$ cat src/uae_pkg.sv
// Constants, field layouts and carrier types for the USB address and
// event status register bank.
// Assumes an 8-bit register port with 16-bit addresses on one clock.
//
// What this block does
// - Address register reads 00h after any reset
// - Bus reset sets status bit 7
// - Bus reset resets engine, buffers, timer, suspend
// - Full-reset enable widens reset, drives reset pin
// - Suspend detection sets status bit 6
// - Resume detection sets status bit 5
// - Every host frame start sets status bit 4
// - Unlocked timer makes 1 ms pseudo frames, bit 3
// - Completed setup stage sets status bit 2
// - Setup buffer overwrite sets status bit 0
// - Flags read-only, cleared by vector register write
// - Bit 1 reads zero; all flags zero after reset
// - Flag interrupts only when mask bit set
package uae_pkg;

    // ------------------------------------------------------------
    // Register map
    // ------------------------------------------------------------
    localparam int ADDR_W = 16; // Register port address width
    localparam int DATA_W = 8; // Register port data width
    localparam logic [15:0] OFS_DEVICE_ADDRESS = 16'hFFFF; // Address reg
    localparam logic [15:0] OFS_EVENT_STATUS = 16'hFFFE; // Status flags
    localparam logic [15:0] OFS_INTERRUPT_MASK = 16'hFFFD; // Mask reg
    localparam logic [15:0] OFS_USB_CONTROL = 16'hFFFC; // Control reg
    localparam logic [15:0] OFS_INTERRUPT_VECTOR = 16'hFFB2; // Clear hook

    // ------------------------------------------------------------
    // Field positions and reset values
    // ------------------------------------------------------------
    localparam int ADDR_FIELD_W = 7; // Assigned address field width
    localparam logic [7:0] DEVICE_ADDRESS_RST = 8'h00; // Address default
    localparam logic [7:0] STATUS_RST = 8'h00; // Flags default
    localparam logic [7:0] MASK_RST = 8'h00; // Mask default
    localparam logic [7:0] CONTROL_RST = 8'h00; // Control default
    localparam logic [7:0] FLAG_VALID_BITS = 8'hFD; // Bit 1 reserved
    localparam int BIT_BUS_RESET = 7; // Bus reset flag
    localparam int BIT_SUSPEND = 6; // Suspend flag
    localparam int BIT_RESUME = 5; // Resume flag
    localparam int BIT_SOF = 4; // Host frame start flag
    localparam int BIT_PSEUDO_SOF = 3; // Pseudo frame flag
    localparam int BIT_SETUP = 2; // Setup complete flag
    localparam int BIT_OVERWRITE = 0; // Setup overwrite flag
    localparam int CTL_CONNECT = 7; // Connect bit
    localparam int CTL_FUNC_ENABLE = 6; // Function enable bit
    localparam int CTL_REMOTE_WAKE = 5; // Remote wake-up bit
    localparam int CTL_FULL_RESET_EN = 4; // Full reset enable bit
    localparam int CTL_ROM_SHADOW = 0; // ROM shadow bit
    localparam logic [7:0] CONTROL_VALID_BITS = 8'hF1; // Bits 3:1 reserved

    // ------------------------------------------------------------
    // Timing
    // ------------------------------------------------------------
    localparam int CLK_PERIOD_NS = 5; // 200 MHz system clock
    localparam int PSEUDO_SOF_PERIOD_NS = 1000000; // Nominal 1 ms
    localparam int PSEUDO_SOF_CYCLES = PSEUDO_SOF_PERIOD_NS / CLK_PERIOD_NS;
    localparam int PSEUDO_FRAME_FLAG_CNT_W = 18; // Counter width for 200000

    // ------------------------------------------------------------
    // Carrier types
    // ------------------------------------------------------------
    typedef struct packed {
        logic busReset; // Host drives bus reset (level)
        logic suspend; // Suspend detected (pulse)
        logic resume; // Resume detected (pulse)
        logic sof; // Host frame start seen (pulse)
        logic setupDone; // Setup stage completed (pulse)
        logic setupOverwrite; // Setup buffer overwritten (pulse)
    } uae_bus_events_s;

    typedef struct packed {
        logic serialEngine; // Serial interface engine reset
        logic bufferManager; // Buffer manager reset
        logic frameTimer; // Frame timer reset
        logic suspendLogic; // Suspend and resume logic reset
        logic deviceLogic; // Remaining device logic reset
    } uae_block_resets_s;

endpackage : uae_pkg

$ cat src/uae_pseudo_frame.sv
// Pseudo frame-start generator for while the frame timer is unlocked.
// Assumes lock and restart inputs are synchronous to sys_clk.
module uae_pseudo_frame #(
    parameter int PERIOD = 200000,
    parameter int CNT_W = 18
) (
    input wire logic sys_clk,
    input wire logic rst,
    input wire logic restart,
    input wire logic locked,
    output logic pseudoPulse
);

    // ------------------------------------------------------------
    // Period counter
    // ------------------------------------------------------------
    localparam logic [CNT_W-1:0] LAST = CNT_W'(PERIOD - 1); // Final count
    logic [CNT_W-1:0] count_ff; // Cycles since last frame start
    logic pulse_ff; // Registered pulse

    // Count only while unlocked; a real frame or lock restarts it
    always_ff @(posedge sys_clk or posedge rst) begin
        if (rst) begin
            count_ff <= '0;
        end else if (restart || locked) begin
            count_ff <= '0;
        end else if (count_ff == LAST) begin
            count_ff <= '0;
        end else begin
            count_ff <= count_ff + 1'b1;
        end
    end

    // One pulse per elapsed period while unlocked
    always_ff @(posedge sys_clk or posedge rst) begin
        if (rst) begin
            pulse_ff <= 1'b0;
        end else begin
            pulse_ff <= !restart && !locked && (count_ff == LAST);
        end
    end

    assign pseudoPulse = pulse_ff;

endmodule : uae_pseudo_frame

$ cat src/uae_sticky_flags.sv
// Bank of sticky event flags with a gated interrupt summary.
// Assumes one-cycle set pulses and a one-cycle clear request.
module uae_sticky_flags #(
    parameter int WIDTH = 8,
    parameter logic [7:0] VALID = 8'hFF
) (
    input wire logic sys_clk,
    input wire logic rst,
    input wire logic [WIDTH-1:0] setPulse,
    input wire logic clearAll,
    input wire logic [WIDTH-1:0] maskBits,
    output logic [WIDTH-1:0] flags,
    output logic irqLevel
);

    // ------------------------------------------------------------
    // One flop per flag
    // ------------------------------------------------------------
    logic [WIDTH-1:0] flag_ff; // Held flags

    genvar gi;
    generate
        for (gi = 0; gi < WIDTH; gi++) begin : g_flag
            if (VALID[gi]) begin : g_live
                // Set wins over the clear in the same cycle
                always_ff @(posedge sys_clk or posedge rst) begin
                    if (rst) begin
                        flag_ff[gi] <= 1'b0;
                    end else if (setPulse[gi]) begin
                        flag_ff[gi] <= 1'b1;
                    end else if (clearAll) begin
                        flag_ff[gi] <= 1'b0;
                    end
                end
            end else begin : g_resv
                assign flag_ff[gi] = 1'b0;
            end
        end
    endgenerate

    assign flags = flag_ff;
    // Masked summary, registered downstream
    assign irqLevel = |(flag_ff & maskBits);

endmodule : uae_sticky_flags

$ cat src/uae_usb_regs.sv
// Top of the USB address and event status register bank.
// Assumes a byte register port with one-cycle strobes and read data
// one cycle later, and bus event inputs synchronous to sys_clk.
module uae_usb_regs #(
    parameter int PSEUDO_FRAME_FLAG_CYCLES = uae_pkg::PSEUDO_SOF_CYCLES
) (
    input wire logic sys_clk,
    input wire logic rst,
    input wire logic [uae_pkg::ADDR_W-1:0] regAddr,
    input wire logic [uae_pkg::DATA_W-1:0] regWriteData,
    input wire logic regWrite,
    input wire logic regRead,
    output logic [uae_pkg::DATA_W-1:0] regReadData,
    input wire uae_pkg::uae_bus_events_s busEvents,
    input wire logic frameLocked,
    output logic [uae_pkg::ADDR_FIELD_W-1:0] deviceAddress,
    output logic connectBit,
    output logic functionEnable,
    output logic remoteWakeup,
    output logic romShadowBit,
    output uae_pkg::uae_block_resets_s blockResets,
    output logic resetOutputPin,
    output logic irq
);

    // ------------------------------------------------------------
    // Register port decode
    // ------------------------------------------------------------
    logic hitAddress; // Device address register selected
    logic hitStatus; // Event status register selected
    logic hitMask; // Interrupt mask register selected
    logic hitControl; // USB control register selected
    logic hitVector; // Interrupt vector register selected

    assign hitAddress = (regAddr == uae_pkg::OFS_DEVICE_ADDRESS);
    assign hitStatus = (regAddr == uae_pkg::OFS_EVENT_STATUS);
    assign hitMask = (regAddr == uae_pkg::OFS_INTERRUPT_MASK);
    assign hitControl = (regAddr == uae_pkg::OFS_USB_CONTROL);
    assign hitVector = (regAddr == uae_pkg::OFS_INTERRUPT_VECTOR);

    // ------------------------------------------------------------
    // Bus reset detection
    // ------------------------------------------------------------
    logic busResetPrev_ff; // Bus reset level one cycle ago
    logic busResetRise; // First cycle of a bus reset
    logic fullResetActive; // Bus reset widened to all logic

    // Remember last level for edge detection
    always_ff @(posedge sys_clk or posedge rst) begin
        if (rst) begin
            busResetPrev_ff <= 1'b0;
        end else begin
            busResetPrev_ff <= busEvents.busReset;
        end
    end

    assign busResetRise = busEvents.busReset && !busResetPrev_ff;

    // ------------------------------------------------------------
    // USB control register
    // ------------------------------------------------------------
    logic [7:0] control_ff; // Control bits
    logic [7:0] nxt_control; // Next control bits

    assign fullResetActive = busEvents.busReset &&
        control_ff[uae_pkg::CTL_FULL_RESET_EN];

    // Next control value from writes and bus reset
    always_comb begin
        nxt_control = control_ff;
        if (regWrite && hitControl) begin
            nxt_control = regWriteData & uae_pkg::CONTROL_VALID_BITS;
        end
        if (busEvents.busReset) begin
            // Function enable always drops on bus reset
            nxt_control[uae_pkg::CTL_FUNC_ENABLE] = 1'b0;
        end
        if (fullResetActive) begin
            // Full reset spares connect, shadow and the enable itself
            nxt_control[uae_pkg::CTL_REMOTE_WAKE] = 1'b0;
        end
    end

    // Control register storage
    always_ff @(posedge sys_clk or posedge rst) begin
        if (rst) begin
            control_ff <= uae_pkg::CONTROL_RST;
        end else begin
            control_ff <= nxt_control;
        end
    end

    // ------------------------------------------------------------
    // Device address register
    // ------------------------------------------------------------
    logic [uae_pkg::ADDR_FIELD_W-1:0] address_ff; // Assigned address

    // Firmware writes bits 6:0; bus reset returns to zero
    always_ff @(posedge sys_clk or posedge rst) begin
        if (rst) begin
            address_ff <= uae_pkg::DEVICE_ADDRESS_RST[6:0];
        end else if (busEvents.busReset) begin
            address_ff <= uae_pkg::DEVICE_ADDRESS_RST[6:0];
        end else if (regWrite && hitAddress) begin
            // Bit 7 is reserved and dropped
            address_ff <= regWriteData[6:0];
        end
    end

    // ------------------------------------------------------------
    // Interrupt mask register
    // ------------------------------------------------------------
    logic [7:0] mask_ff; // Interrupt enables per flag

    // Mask survives a plain bus reset, not a full one
    always_ff @(posedge sys_clk or posedge rst) begin
        if (rst) begin
            mask_ff <= uae_pkg::MASK_RST;
        end else if (fullResetActive) begin
            mask_ff <= uae_pkg::MASK_RST;
        end else if (regWrite && hitMask) begin
            mask_ff <= regWriteData & uae_pkg::FLAG_VALID_BITS;
        end
    end

    // ------------------------------------------------------------
    // Pseudo frame generator
    // ------------------------------------------------------------
    logic pseudoSof; // Artificial frame start pulse

    uae_pseudo_frame #(
        .PERIOD(PSEUDO_FRAME_FLAG_CYCLES),
        .CNT_W(uae_pkg::PSEUDO_FRAME_FLAG_CNT_W)
    ) u_pseudo_frame (
        .sys_clk(sys_clk),
        .rst(rst),
        .restart(busEvents.busReset || busEvents.sof),
        .locked(frameLocked),
        .pseudoPulse(pseudoSof)
    );

    // ------------------------------------------------------------
    // Event flags
    // ------------------------------------------------------------
    logic [7:0] setVector; // Set pulse per status bit
    logic [7:0] statusFlags; // Current status flags
    logic flagClear; // Clear request for all flags
    logic irqRaw; // Masked flag summary

    // Map bus events onto their status bits
    always_comb begin
        setVector = 8'h00;
        setVector[uae_pkg::BIT_BUS_RESET] = busResetRise;
        setVector[uae_pkg::BIT_SUSPEND] = busEvents.suspend;
        setVector[uae_pkg::BIT_RESUME] = busEvents.resume;
        setVector[uae_pkg::BIT_SOF] = busEvents.sof;
        setVector[uae_pkg::BIT_PSEUDO_SOF] = pseudoSof;
        setVector[uae_pkg::BIT_SETUP] = busEvents.setupDone;
        setVector[uae_pkg::BIT_OVERWRITE] = busEvents.setupOverwrite;
    end

    // Vector write clears; a status read also acknowledges
    assign flagClear = (regWrite && hitVector) ||
        (regRead && hitStatus);

    uae_sticky_flags #(
        .WIDTH(8),
        .VALID(uae_pkg::FLAG_VALID_BITS)
    ) u_sticky_flags (
        .sys_clk(sys_clk),
        .rst(rst),
        .setPulse(setVector),
        .clearAll(flagClear),
        .maskBits(mask_ff),
        .flags(statusFlags),
        .irqLevel(irqRaw)
    );

    // ------------------------------------------------------------
    // Interrupt output
    // ------------------------------------------------------------
    logic irq_ff; // Registered interrupt level

    // High while any unmasked flag is held
    always_ff @(posedge sys_clk or posedge rst) begin
        if (rst) begin
            irq_ff <= 1'b0;
        end else begin
            irq_ff <= irqRaw;
        end
    end

    // ------------------------------------------------------------
    // Read data path
    // ------------------------------------------------------------
    logic [7:0] readData_ff; // Read data, one cycle after the strobe
    logic [7:0] nxt_readData; // Selected read value

    // Select read value; unmapped or write-only reads give zero
    always_comb begin
        nxt_readData = 8'h00;
        if (hitAddress) begin
            nxt_readData = {1'b0, address_ff};
        end else if (hitStatus) begin
            nxt_readData = statusFlags;
        end else if (hitMask) begin
            nxt_readData = mask_ff;
        end else if (hitControl) begin
            nxt_readData = control_ff;
        end
    end

    // Data stand only in the cycle after the read strobe
    always_ff @(posedge sys_clk or posedge rst) begin
        if (rst) begin
            readData_ff <= 8'h00;
        end else if (regRead) begin
            readData_ff <= nxt_readData;
        end else begin
            readData_ff <= 8'h00;
        end
    end

    // ------------------------------------------------------------
    // Block resets and reset pin
    // ------------------------------------------------------------
    uae_pkg::uae_block_resets_s resets_ff; // Registered reset fan-out
    logic resetPin_ff; // Registered reset output pin

    // USB blocks always follow the bus reset level
    always_ff @(posedge sys_clk or posedge rst) begin
        if (rst) begin
            resets_ff <= '0;
        end else begin
            resets_ff.serialEngine <= busEvents.busReset;
            resets_ff.bufferManager <= busEvents.busReset;
            resets_ff.frameTimer <= busEvents.busReset;
            resets_ff.suspendLogic <= busEvents.busReset;
            resets_ff.deviceLogic <= fullResetActive;
        end
    end

    // Reset pin active only for a widened bus reset
    always_ff @(posedge sys_clk or posedge rst) begin
        if (rst) begin
            resetPin_ff <= 1'b0;
        end else begin
            resetPin_ff <= fullResetActive;
        end
    end

    // ------------------------------------------------------------
    // Output registers
    // ------------------------------------------------------------
    logic [6:0] addrOut_ff; // Address as seen by the engine
    logic [3:0] ctlOut_ff; // Connect, enable, wake, shadow

    // Copy state to the pins through flops
    always_ff @(posedge sys_clk or posedge rst) begin
        if (rst) begin
            addrOut_ff <= uae_pkg::DEVICE_ADDRESS_RST[6:0];
            ctlOut_ff <= 4'h0;
        end else begin
            addrOut_ff <= address_ff;
            ctlOut_ff <= {control_ff[uae_pkg::CTL_CONNECT],
                control_ff[uae_pkg::CTL_FUNC_ENABLE],
                control_ff[uae_pkg::CTL_REMOTE_WAKE],
                control_ff[uae_pkg::CTL_ROM_SHADOW]};
        end
    end

    assign regReadData = readData_ff;
    assign deviceAddress = addrOut_ff;
    assign connectBit = ctlOut_ff[3];
    assign functionEnable = ctlOut_ff[2];
    assign remoteWakeup = ctlOut_ff[1];
    assign romShadowBit = ctlOut_ff[0];
    assign blockResets = resets_ff;
    assign resetOutputPin = resetPin_ff;
    assign irq = irq_ff;

endmodule : uae_usb_regs

$ cat config.mk
export PLATFORM = sky130hd
export DESIGN_NAME = uae_usb_regs
export DESIGN_NICKNAME = d
export VERILOG_FILES = /design/src/uae_pkg.sv /design/src/uae_pseudo_frame.sv /design/src/uae_sticky_flags.sv /design/src/uae_usb_regs.sv
export SDC_FILE = /design/constraint.sdc
export NUM_CORES = 1
export LEC_CHECK = 0
export BUFFER_PORTS_ARGS = -buffer_cell sky130_fd_sc_hd__buf_2
export CORE_MARGIN = 1
export CORE_UTILIZATION = 50
export CTS_CLUSTER_SIZE = 8
export DETAILED_ROUTE_END_ITERATION = 12
export PLACE_DENSITY_LB_ADDON = 0.3
export SLEW_MARGIN = 20
export SYNTH_ARGS = -nofsm -noshare
export SYNTH_HDL_FRONTEND = slang
export SYNTH_HIERARCHICAL = 1
export SYNTH_SLANG_ARGS = --single-unit
$ cat constraint.sdc
create_clock -name sys_clk -period 3.95 [get_ports sys_clk]
set_clock_uncertainty 0.15 [all_clocks]
set_input_delay 1.185 -clock sys_clk [delete_from_list [all_inputs] [get_ports sys_clk]]
set_output_delay 1.185 -clock sys_clk [all_outputs]
set_load 0.01 [all_outputs]
# Word level (Yosys, flattened, before mapping)
# Cells that the tools add are included.
[word_totals] out_inout_bits=26 input_bits=35 elab_cells=77 register_bits=68
[op_classes] n_mux=22 n_bitwise=1 n_addsub=1 eq_ne=6 reduce_logical=27
[op_table] op="16-bit == test (second input constant)" count=5
[op_table] op="8-bit two-way mux" count=7
[op_table] op="18-bit two-way mux" count=2
[op_table] op="2-bit nonzero test" count=11
[op_table] op="7-bit two-way mux" count=3
[op_table] op="18-bit by 1-bit adder with 18-bit output (second input constant)" count=1
[op_table] op="18-bit == test (second input constant)" count=1
[op_table] op="1-bit two-way mux" count=10
[op_table] op="1-bit logical AND" count=9
[op_table] op="8-bit bitwise AND" count=1
[op_table] op="8-bit OR reduction" count=1
[op_table] op="1-bit zero test" count=3
[op_table] op="1-bit logical OR" count=3

# Logic depth before layout (Yosys ltp)
# Gate-level depths: netlist (run 1).
[logic_depth] ltp_word=6 depth_mapped=7 mapped_depth_nobuf=6

# Cells and area by module
# Netlist (run 1), hierarchy kept.
[modules_own_cells] mod="uae_usb_regs" area_per_inst_um2=1810.5 cells_per_inst=164 seq_area_each_um2=1026.0 instances=1
[modules_own_cells] mod="uae_pseudo_frame" area_per_inst_um2=953.4 cells_per_inst=98 seq_area_each_um2=475.5 instances=1
[modules_own_cells] mod="uae_sticky_flags" area_per_inst_um2=276.5 cells_per_inst=22 seq_area_each_um2=175.2 instances=1

# Least setup slack after synthesis (run 1)
# No wires, ideal clock.
[synth_timing] path_kind="input port to flip-flop" startpoint="in regAddr[14] (netlist bit)" endpoint="reg u_sticky_flags.flag_ff[4], in the netlist u_sticky_flags/flags[4]" slack_ns=1.481 cell_stages=7 arrival_time_ns=2.201 setup_ns=0.118 path_cell_list="nand4_4 nor3_1 and3_1 buf_2 o21a_1 inv_2 a21o_1"
[synth_between] elab_chain_cells=4 word_cells_on_any_way=6 cone_classes="2 x eq/ne; 4 x reduce/logical"
[synth_lines] item="from (decl)" line_no="uae_usb_regs.sv:9" rtl="input wire logic [uae_pkg::ADDR_W-1:0] regAddr,"
[synth_lines] item="16-bit == test (on tied branches)" line_no="uae_usb_regs.sv:39, uae_usb_regs.sv:36"
[synth_lines] item="1-bit logical AND (on tied branches)" line_no="uae_usb_regs.sv:163, uae_usb_regs.sv:164"
[synth_lines] item="1-bit logical OR (*)" line_no="uae_usb_regs.sv:163" rtl="assign flagClear = (regWrite && hitVector) ||"
[synth_lines] item="via flagClear" line_no="uae_usb_regs.sv:147" rtl="logic flagClear;"
[synth_lines] item="2-bit nonzero test (no source line) (*)"
[synth_lines] item="to (signal, indexed assignment)" line_no="uae_sticky_flags.sv:28" rtl="flag_ff[gi] <= 1'b0;"
[synth_lines] item="to (signal, indexed assignment)" line_no="uae_sticky_flags.sv:30" rtl="flag_ff[gi] <= 1'b1;"
[synth_lines] item="to (signal, indexed assignment)" line_no="uae_sticky_flags.sv:32" rtl="flag_ff[gi] <= 1'b0;"
[synth_lines] item="to (decl)" line_no="uae_sticky_flags.sv:19" rtl="logic [WIDTH-1:0] flag_ff;"
# The timed path passes the listed nets; every way through them passes the cells marked *.
# A chain may end at the register's enable or synchronous reset.

# Final worst setup path (run 1)
[layout_timing] startpoint="reg u_pseudo_frame.count_ff[15]" endpoint="reg u_pseudo_frame.count_ff[4]"
[layout_between] elab_chain_cells=3
[layout_lines] item="from (decl)" line_no="uae_pseudo_frame.sv:18" rtl="logic [CNT_W-1:0] count_ff;"
[layout_lines] item="from (signal assigned)" line_no="uae_pseudo_frame.sv:30" rtl="count_ff <= count_ff + 1'b1;"
[layout_lines] item="18-bit == test" line_no="uae_pseudo_frame.sv:27" rtl="end else if (count_ff == LAST) begin"
[layout_lines] item="18-bit two-way mux" line_no="uae_pseudo_frame.sv:27"
[layout_lines] item="18-bit two-way mux" line_no="uae_pseudo_frame.sv:25" rtl="end else if (restart || locked) begin"
# No other way between the ends.

==> results of run 1 <==
==> worst max path at each step <==
| stage | endpoint | depth (start not counted) | slack [ns] | start |
|---|---|---|---|---|
| global placement | control_ff[7]$_DFFE_PP0P_ | 5 | 1.09 | regAddr[7] |
| floorplan | u_sticky_flags/flags[4]$_DFFE_PP0P_ | 7 | 1.48 | regAddr[14] |
| CTS | u_pseudo_frame/count_ff[3]$_DFF_PP0_ | 4 | 1.36 | u_pseudo_frame/count_ff[15]$_DFF_PP0_ |
| detailed placement | control_ff[7]$_DFFE_PP0P_ | 5 | 1.07 | regAddr[7] |
| global route | u_pseudo_frame/count_ff[6]$_DFF_PP0_ | 4 | 1.21 | u_pseudo_frame/count_ff[15]$_DFF_PP0_ |
| finish | u_pseudo_frame/count_ff[4]$_DFF_PP0_ | 4 | 1.36 | u_pseudo_frame/count_ff[15]$_DFF_PP0_ |
==> state kept, by name, summed over array words and instances (netlist names) <==
register and cells:
ctlOut_ff 4, address_ff 7, mask_ff 7, deviceAddress 7, resetOutputPin 1, u_sticky_flags/flags 7, u_pseudo_frame/pseudoPulse 1, blockResets 1
u_pseudo_frame/count_ff 18, control_ff 5, regReadData 8, irq 1
==> layer usage <==
layer / vias up / wire [um] / GRT usage / share of wire
met1: 1153 / 2880 / 0.292 / 0.45
met3: 14 / 373 / 0.0617 / 0.059
met2: 86 / 2960 / 0.332 / 0.47
met4: 0 / 131 / 0.0875 / 0.021
li1: 1136 / - / - / -
met5: - / 0 / 0 / 0
==> layout make-up <==
cell class	instances	area, um^2	area share
Sequential cell	67	1680	0.476
Multi-Input combinational cell	190	1220	0.346
Timing Repair Buffer	61	308	0.0873
Clock buffer	11	141	0.0401
Tap cell	75	93.8	0.0266
Clock inverter	5	52.6	0.0149
Inverter	9	33.8	0.00958
==> power by group through the flow <==
stage          Combinational (mW)  Sequential [mW]  Clock (mW)
6_report                   0.0654            0.688       0.560
5_1_grt                    0.0737            0.688       0.600
4_1_cts                    0.0664            0.688       0.566
3_5_place_dp               0.0663            0.701           0
3_3_place_gp               0.0658            0.701           0
2_1_floorplan              0.0366            0.701           0
==> metrics by stage <==
step | util | cell area [um^2] | cells | worst slack (ns)
3_5_place_dp | 0.566 | 3330 | 402 | 1.07
3_3_place_gp | 0.566 | 3330 | 402 | 1.09
2_1_floorplan | - | 3040 | 283 | 1.48
5_1_grt | 0.599 | 3520 | 418 | 1.21
4_1_cts | 0.599 | 3520 | 418 | 1.36
6_report | 0.599 | 3520 | 418 | 1.36
==> results.txt, run 1 <==
----------------------------------------------------
[Finish]
  Area growth from synthesis to layout ... 16.1%
  Proportion of layout cells with a drive suffix above 1 ... 0.268
  Most frequent cells in the layout ... sky130_fd_sc_hd__dfrtp_1, sky130_fd_sc_hd__buf_2, sky130_fd_sc_hd__nor2_1, sky130_fd_sc_hd__a21oi_1
  Most common library cell in the layout ignoring fill and taps ... sky130_fd_sc_hd__dfrtp_1
  Layout fillers ... about 490
  Net count of the finished layout ... around 370
  Antenna diode count ... 0

[Worst setup path]
  Cell with the largest stage delay on the worst path ... sky130_fd_sc_hd__o31ai_4
  Critical Path, Cell by Cell ... or4b_1 > or4_4 > o31ai_4 > nor2_1
  Length in cells of the worst reg-to-reg path ... 4
  Required time of the critical path ... around 4.0 ns
  Crit path buf inv count ... 0
  Worst-path maximum fanout ... 18
  Largest delay contributor family on the critical path ... simple AND/OR/NAND/NOR gates
  Worst reg2reg path startpoint ... u_pseudo_frame/count_ff[15]$_DFF_PP0_
  Internal reg-to-reg setup slack ... around 1.4 ns
  Critical path launch point type ... register
  Setup CP Type ... register to register
  CP Capture Type ... register
  Data arrival time of the worst path ... approximately 2.6 ns
  Critical path's largest stage delay ... approximately 0.69 ns
  Crit Reg-Reg Endpoint ... u_pseudo_frame/count_ff[4]$_DFF_PP0_

[Yosys]
  Synthesized instance count ... 283
  Nets in the synthesized netlist ... roughly 320
  Average footprint of a synthesized cell ... approximately 11 um^2
  Total number of yosys warnings ... 6
  Post-synthesis instance area ... between 3000 and 4000 um^2

[Detailed routing]
  Routed wirelength normalized by instance count ... roughly 15 um
  Routed vias ... 2,389
  Drt pass-1 iters ... 5
  Total length of routed wires ... approximately 6.3 mm
  Number of design rule violations left after detail routing ... 0
  Number of violations reported at the end of detailed-routing iteration 0 ... 163
  Antenna Nets Post-Route ... 0
  Vias per cell ... 5.72

[GRT]
  Global router's overall resource usage ... 0.218
  Maximum number of pins on one net before global-route repair ... 42
  Total overflow reported by the global router ... 0
  Via count of the first global-routing pass ... approximately 2,200
  Initial antenna violation count ... 0
  Wire length of the first global-routing pass ... between 10 and 15 mm

[Placed design]
  Routability-driven placement congestion ratio ... between 0.8 and 0.9
  Count of input and output buffers ... 60
  Hpwl dp ... 4.51 mm

[Floorplan]
  Vertical extent of the die ... approximately 80 um
  Die Span X ... around 80 um
  Number of rows in the core area ... 28
  Core Region ... around 5900 um^2
  Io pins ... 61
  Initial standard-cell utilization of the core ... 0.516
  Full die area ... between 6000 and 7000 um^2

[Hold path]
  Critical hold path startpoint ... address_ff[1]$_DFFE_PP0P_
  Hold Path Stages ... 0
  Worst min-delay path category ... register to register
  Hold Crit Endpoint ... deviceAddress[1]$_DFF_PP0_

[Power and ir drop]
  Leak pwr ... approximately 1.6 nW
  Sw Share ... 0.228
  Power share of the clock group ... 0.426
  Peak VDD IR ... 0.224 mV
  Int Power ... between 1 and 1.5 mW
  Sequential fraction of design power ... 0.524
  Power Density ... ~370 nW/um^2
  Total Power ... 1.31 mW
  Combinational share of power ... 0.050
  NetSw ... about 0.30 mW

[Timing]
  Worst slew margin relative to its limit ... 0.503
  Final hold violations ... 0
  RSZ-0062 raised after global routing ... false
  Post-route clock period utilization ... 0.656
  Actual transition at the worst max-transition pin ... 0.745 ns
  Final setup violation count ... 0
  Maximum clock rate ... around 0.39 GHz
  Post-layout min period ... 2.59 ns
  Number of slew-limit violations in the final report ... 0
  Hold slack final ... ~0.24 ns
  Aggregate negative setup slack ... 0 ns

[Clock network]
  Clock transition at the registers of the reported paths ... approximately 0.07 ns
  CTS tree ... built
  Resized Gates After CTS ... 0
  # hold bufs at CTS ... 0
  Clock Path Buffers ... 2
  H-Tree Depth ... 3
  Setup repair bufs after CTS ... 0
  Insertion delay to the later sink of the worst-skew pair ... 0.34 ns
  CTS root buffer ... sky130_fd_sc_hd__clkbuf_8
  Clock buffer count from CTS ... 9
  Total clock sinks ... 67

[Job]
  Count of maximum capacitance violations ... 0

[Status]
  Run status ... complete, no violations

----------------------------------------------------
Note: power is estimated with default switching activity, not from simulation.
==> run 2: changes to the inputs <==
CORE_UTILIZATION = 49   (was 50)
clock period = 2.29 ns   (was 3.95 ns; I/O delays follow)
==> results.txt, run 2 (same netlist as run 1, synthesis figures left out) <==
----------------------------------------------------
[Status]
  Run status ... complete, no violations

[Finish]
  Largest reg by FF count ... u_pseudo_frame/count_ff
  Most common library cell in the layout ignoring fill and taps ... sky130_fd_sc_hd__dfrtp_1
  Area growth from synthesis to layout ... 20.4%
  Proportion of layout cells with a drive suffix above 1 ... 0.296 (+0.0279)
  Final core utilization ... 0.614 (+0.0152)
  Net count of the finished layout ... 390 (+4.3%)
  Antenna diode count ... 0 (unchanged)
  Number of flip-flops under the largest register name ... 18 (unchanged)
  Most frequent cells in the layout ... sky130_fd_sc_hd__dfrtp_1, sky130_fd_sc_hd__buf_2, sky130_fd_sc_hd__nor2_1, sky130_fd_sc_hd__a21oi_1

[Floorplan]
  Full die area ... 6520 um^2 (+2.0%)
  Io pins ... 61 (unchanged)
  Vertical extent of the die ... 80.7 um (+0.99%)
  Core Region ... 5960 um^2 (+1.2%)
  Die Span X ... 80.7 um (+0.99%)
  Number of rows in the core area ... 28 (unchanged)
  Initial standard-cell utilization of the core ... 0.510 (-0.00607)

[Clock network]
  Clock transition at the registers of the reported paths ... 0.07 ns (about the same)
  Clock buffer count from CTS ... 9 (unchanged)
  H-Tree Depth ... 3 (unchanged)
  Setup repair bufs after CTS ... 0 (unchanged)
  CTS tree ... built
  Insertion delay to the later sink of the worst-skew pair ... 0.34 ns (about the same)
  # hold bufs at CTS ... 0 (unchanged)
  Resized Gates After CTS ... 0 (unchanged)
  CTS root buffer ... sky130_fd_sc_hd__clkbuf_8
  Clock Path Buffers ... 2 (unchanged)
  Total clock sinks ... 67 (unchanged)

[Worst setup path]
  CP Capture Type ... register
  Required time of the critical path ... 2.36 ns (-1.64 ns)
  Setup CP Type ... register to register
  Length in cells of the worst reg-to-reg path ... 5 (+1)
  Crit Reg-Reg Endpoint ... u_pseudo_frame/count_ff[17]$_DFF_PP0_
  Worst-path maximum fanout ... 18 (unchanged)
  Internal reg-to-reg setup slack ... 0.09 ns (-1.27 ns)
  Critical path launch point type ... register
  Worst reg2reg path startpoint ... u_pseudo_frame/count_ff[15]$_DFF_PP0_
  Data arrival time of the worst path ... 2.27 ns (-0.37 ns)

[Placed design]
  Hpwl dp ... 4.88 mm (+8.1%)
  Routability-driven placement congestion ratio ... 0.857 (+4.8%)
  Count of input and output buffers ... 60 (unchanged)

[Power and ir drop]
  Power share of the clock group ... 0.423 (-0.003)
  Sw Share ... 0.215 (-0.0132)
  Int Power ... 1.79 mW (+76%)
  Combinational share of power ... 0.055 (+0.005)
  Sequential fraction of design power ... 0.522 (-0.002)
  Power Density ... 622 nW/um^2 (+67%)
  Total Power ... 2.28 mW (+73%)
  Peak VDD IR ... 0.302 mV (+35%)
  NetSw ... 0.490 mW (+63%)
  Leak pwr ... 1.72 nW (+5.3%)

[Job]
  Count of maximum capacitance violations ... 0 (unchanged)

[Timing]
  Aggregate negative setup slack ... 0 ns (unchanged)
  Post-route clock period utilization ... 0.962 (+0.306)
  Post-layout min period ... 2.20 ns (-0.389 ns)
  Actual transition at the worst max-transition pin ... 0.512 ns (-0.234 ns)
  Worst slew margin relative to its limit ... 0.659 (+0.156)
  Final hold violations ... 0 (unchanged)
  Number of slew-limit violations in the final report ... 0 (unchanged)
  Final setup violation count ... 0 (unchanged)
  Maximum clock rate ... 0.454 GHz (+18%)
  Hold slack final ... 0.0627 ns (-0.181 ns)
  RSZ-0062 raised after global routing ... false

[GRT]
  Global router's overall resource usage ... 0.231 (+0.0137)
  Via count of the first global-routing pass ... 2,332 (+6.2%)
  Initial antenna violation count ... 0 (unchanged)
  Total overflow reported by the global router ... 0 (unchanged)
  Wire length of the first global-routing pass ... 11.1 mm (+7.3%)
  Maximum number of pins on one net before global-route repair ... 41 (-2.4%)

[Detailed routing]
  Vias per cell ... 5.60 (-2.1%)
  Total length of routed wires ... 6.76 mm (+6.6%)
  Routed wirelength normalized by instance count ... 15.6 um (+2.9%)
  Number of design rule violations left after detail routing ... 0 (unchanged)
  Drt pass-1 iters ... 4 (-1)
  Number of violations reported at the end of detailed-routing iteration 0 ... 179 (+9.8%)
  Routed vias ... 2,423 (+1.4%)
  Antenna Nets Post-Route ... 0 (unchanged)

[Hold path]
  Worst min-delay path category ... input pin to asynchronous set/reset pin

----------------------------------------------------
==> run 2: cell count changes in the layout (fill, tap and decap cells not counted), sizes merged <==
cell	change
clkinvlp	-1
clkinv	-2
clkbuf	+2
buf	+16
==> run 2: layout make-up <==
cell class / instances / area (um^2)
Fill cell: 499 / 2300
Sequential cell: 67 / 1680
Multi-Input combinational cell: 190 / 1220
Timing Repair Buffer: 77 / 440
Clock buffer: 13 / 159
Tap cell: 75 / 93.8
Clock inverter: 2 / 35.0
Inverter: 9 / 33.8
==> run 2: worst max path at each step <==
stage | start | to | slack (ns) | depth (start not counted)
3_5_place_dp | u_pseudo_frame/count_ff[15]$_DFF_PP0_ | u_pseudo_frame/count_ff[17]$_DFF_PP0_ | 0.09 | 5
2_1_floorplan | u_pseudo_frame/count_ff[9]$_DFF_PP0_ | u_pseudo_frame/count_ff[16]$_DFF_PP0_ | 0.01 | 5
3_3_place_gp | u_pseudo_frame/count_ff[15]$_DFF_PP0_ | u_pseudo_frame/count_ff[17]$_DFF_PP0_ | 0.12 | 5
6_report | u_pseudo_frame/count_ff[15]$_DFF_PP0_ | u_pseudo_frame/count_ff[17]$_DFF_PP0_ | 0.09 | 5
4_1_cts | u_pseudo_frame/count_ff[15]$_DFF_PP0_ | u_pseudo_frame/count_ff[17]$_DFF_PP0_ | 0.08 | 5
5_1_grt | u_pseudo_frame/count_ff[15]$_DFF_PP0_ | u_pseudo_frame/count_ff[17]$_DFF_PP0_ | 0.01 | 5
==> run 2: power groups by stage <==
| stage | combinational (mW) | clock [mW] | sequential, mW |
|---|---|---|---|
| 2_1_floorplan | 0.0631 | 0 | 1.21 |
| 3_3_place_gp | 0.125 | 0 | 1.21 |
| 3_5_place_dp | 0.126 | 0 | 1.21 |
| 4_1_cts | 0.127 | 0.980 | 1.19 |
| 5_1_grt | 0.140 | 1.03 | 1.19 |
| 6_report | 0.125 | 0.964 | 1.19 |
==> run 2: metrics by stage <==
step / instances / cell area [um^2] / setup WS, ns
3_5_place_dp: 418 / 3460 / 0.0887
2_1_floorplan: 283 / 3040 / 0.0122
5_1_grt: 433 / 3660 / 0.0125
4_1_cts: 433 / 3660 / 0.0840
6_report: 433 / 3660 / 0.0873
3_3_place_gp: 418 / 3460 / 0.117
==> run 2: routing by layer <==
metal | track usage | vias to the layer above | part of all wire
li1 | - | 1159 | -
met4 | 0.0929 | 0 | 0.015
met2 | 0.369 | 73 | 0.49
met3 | 0.0523 | 11 | 0.049
met5 | 0 | - | 0
met1 | 0.305 | 1180 | 0.45
==> run 2: critical path, stage by stage, from the launching register on <==
cell and delay, ns:
sky130_fd_sc_hd__dfrtp_1 0.38, sky130_fd_sc_hd__or4b_1 0.51, sky130_fd_sc_hd__or4_4 0.51, sky130_fd_sc_hd__o31ai_4 0.29
sky130_fd_sc_hd__buf_12 0.18, sky130_fd_sc_hd__a21oi_1 0.05
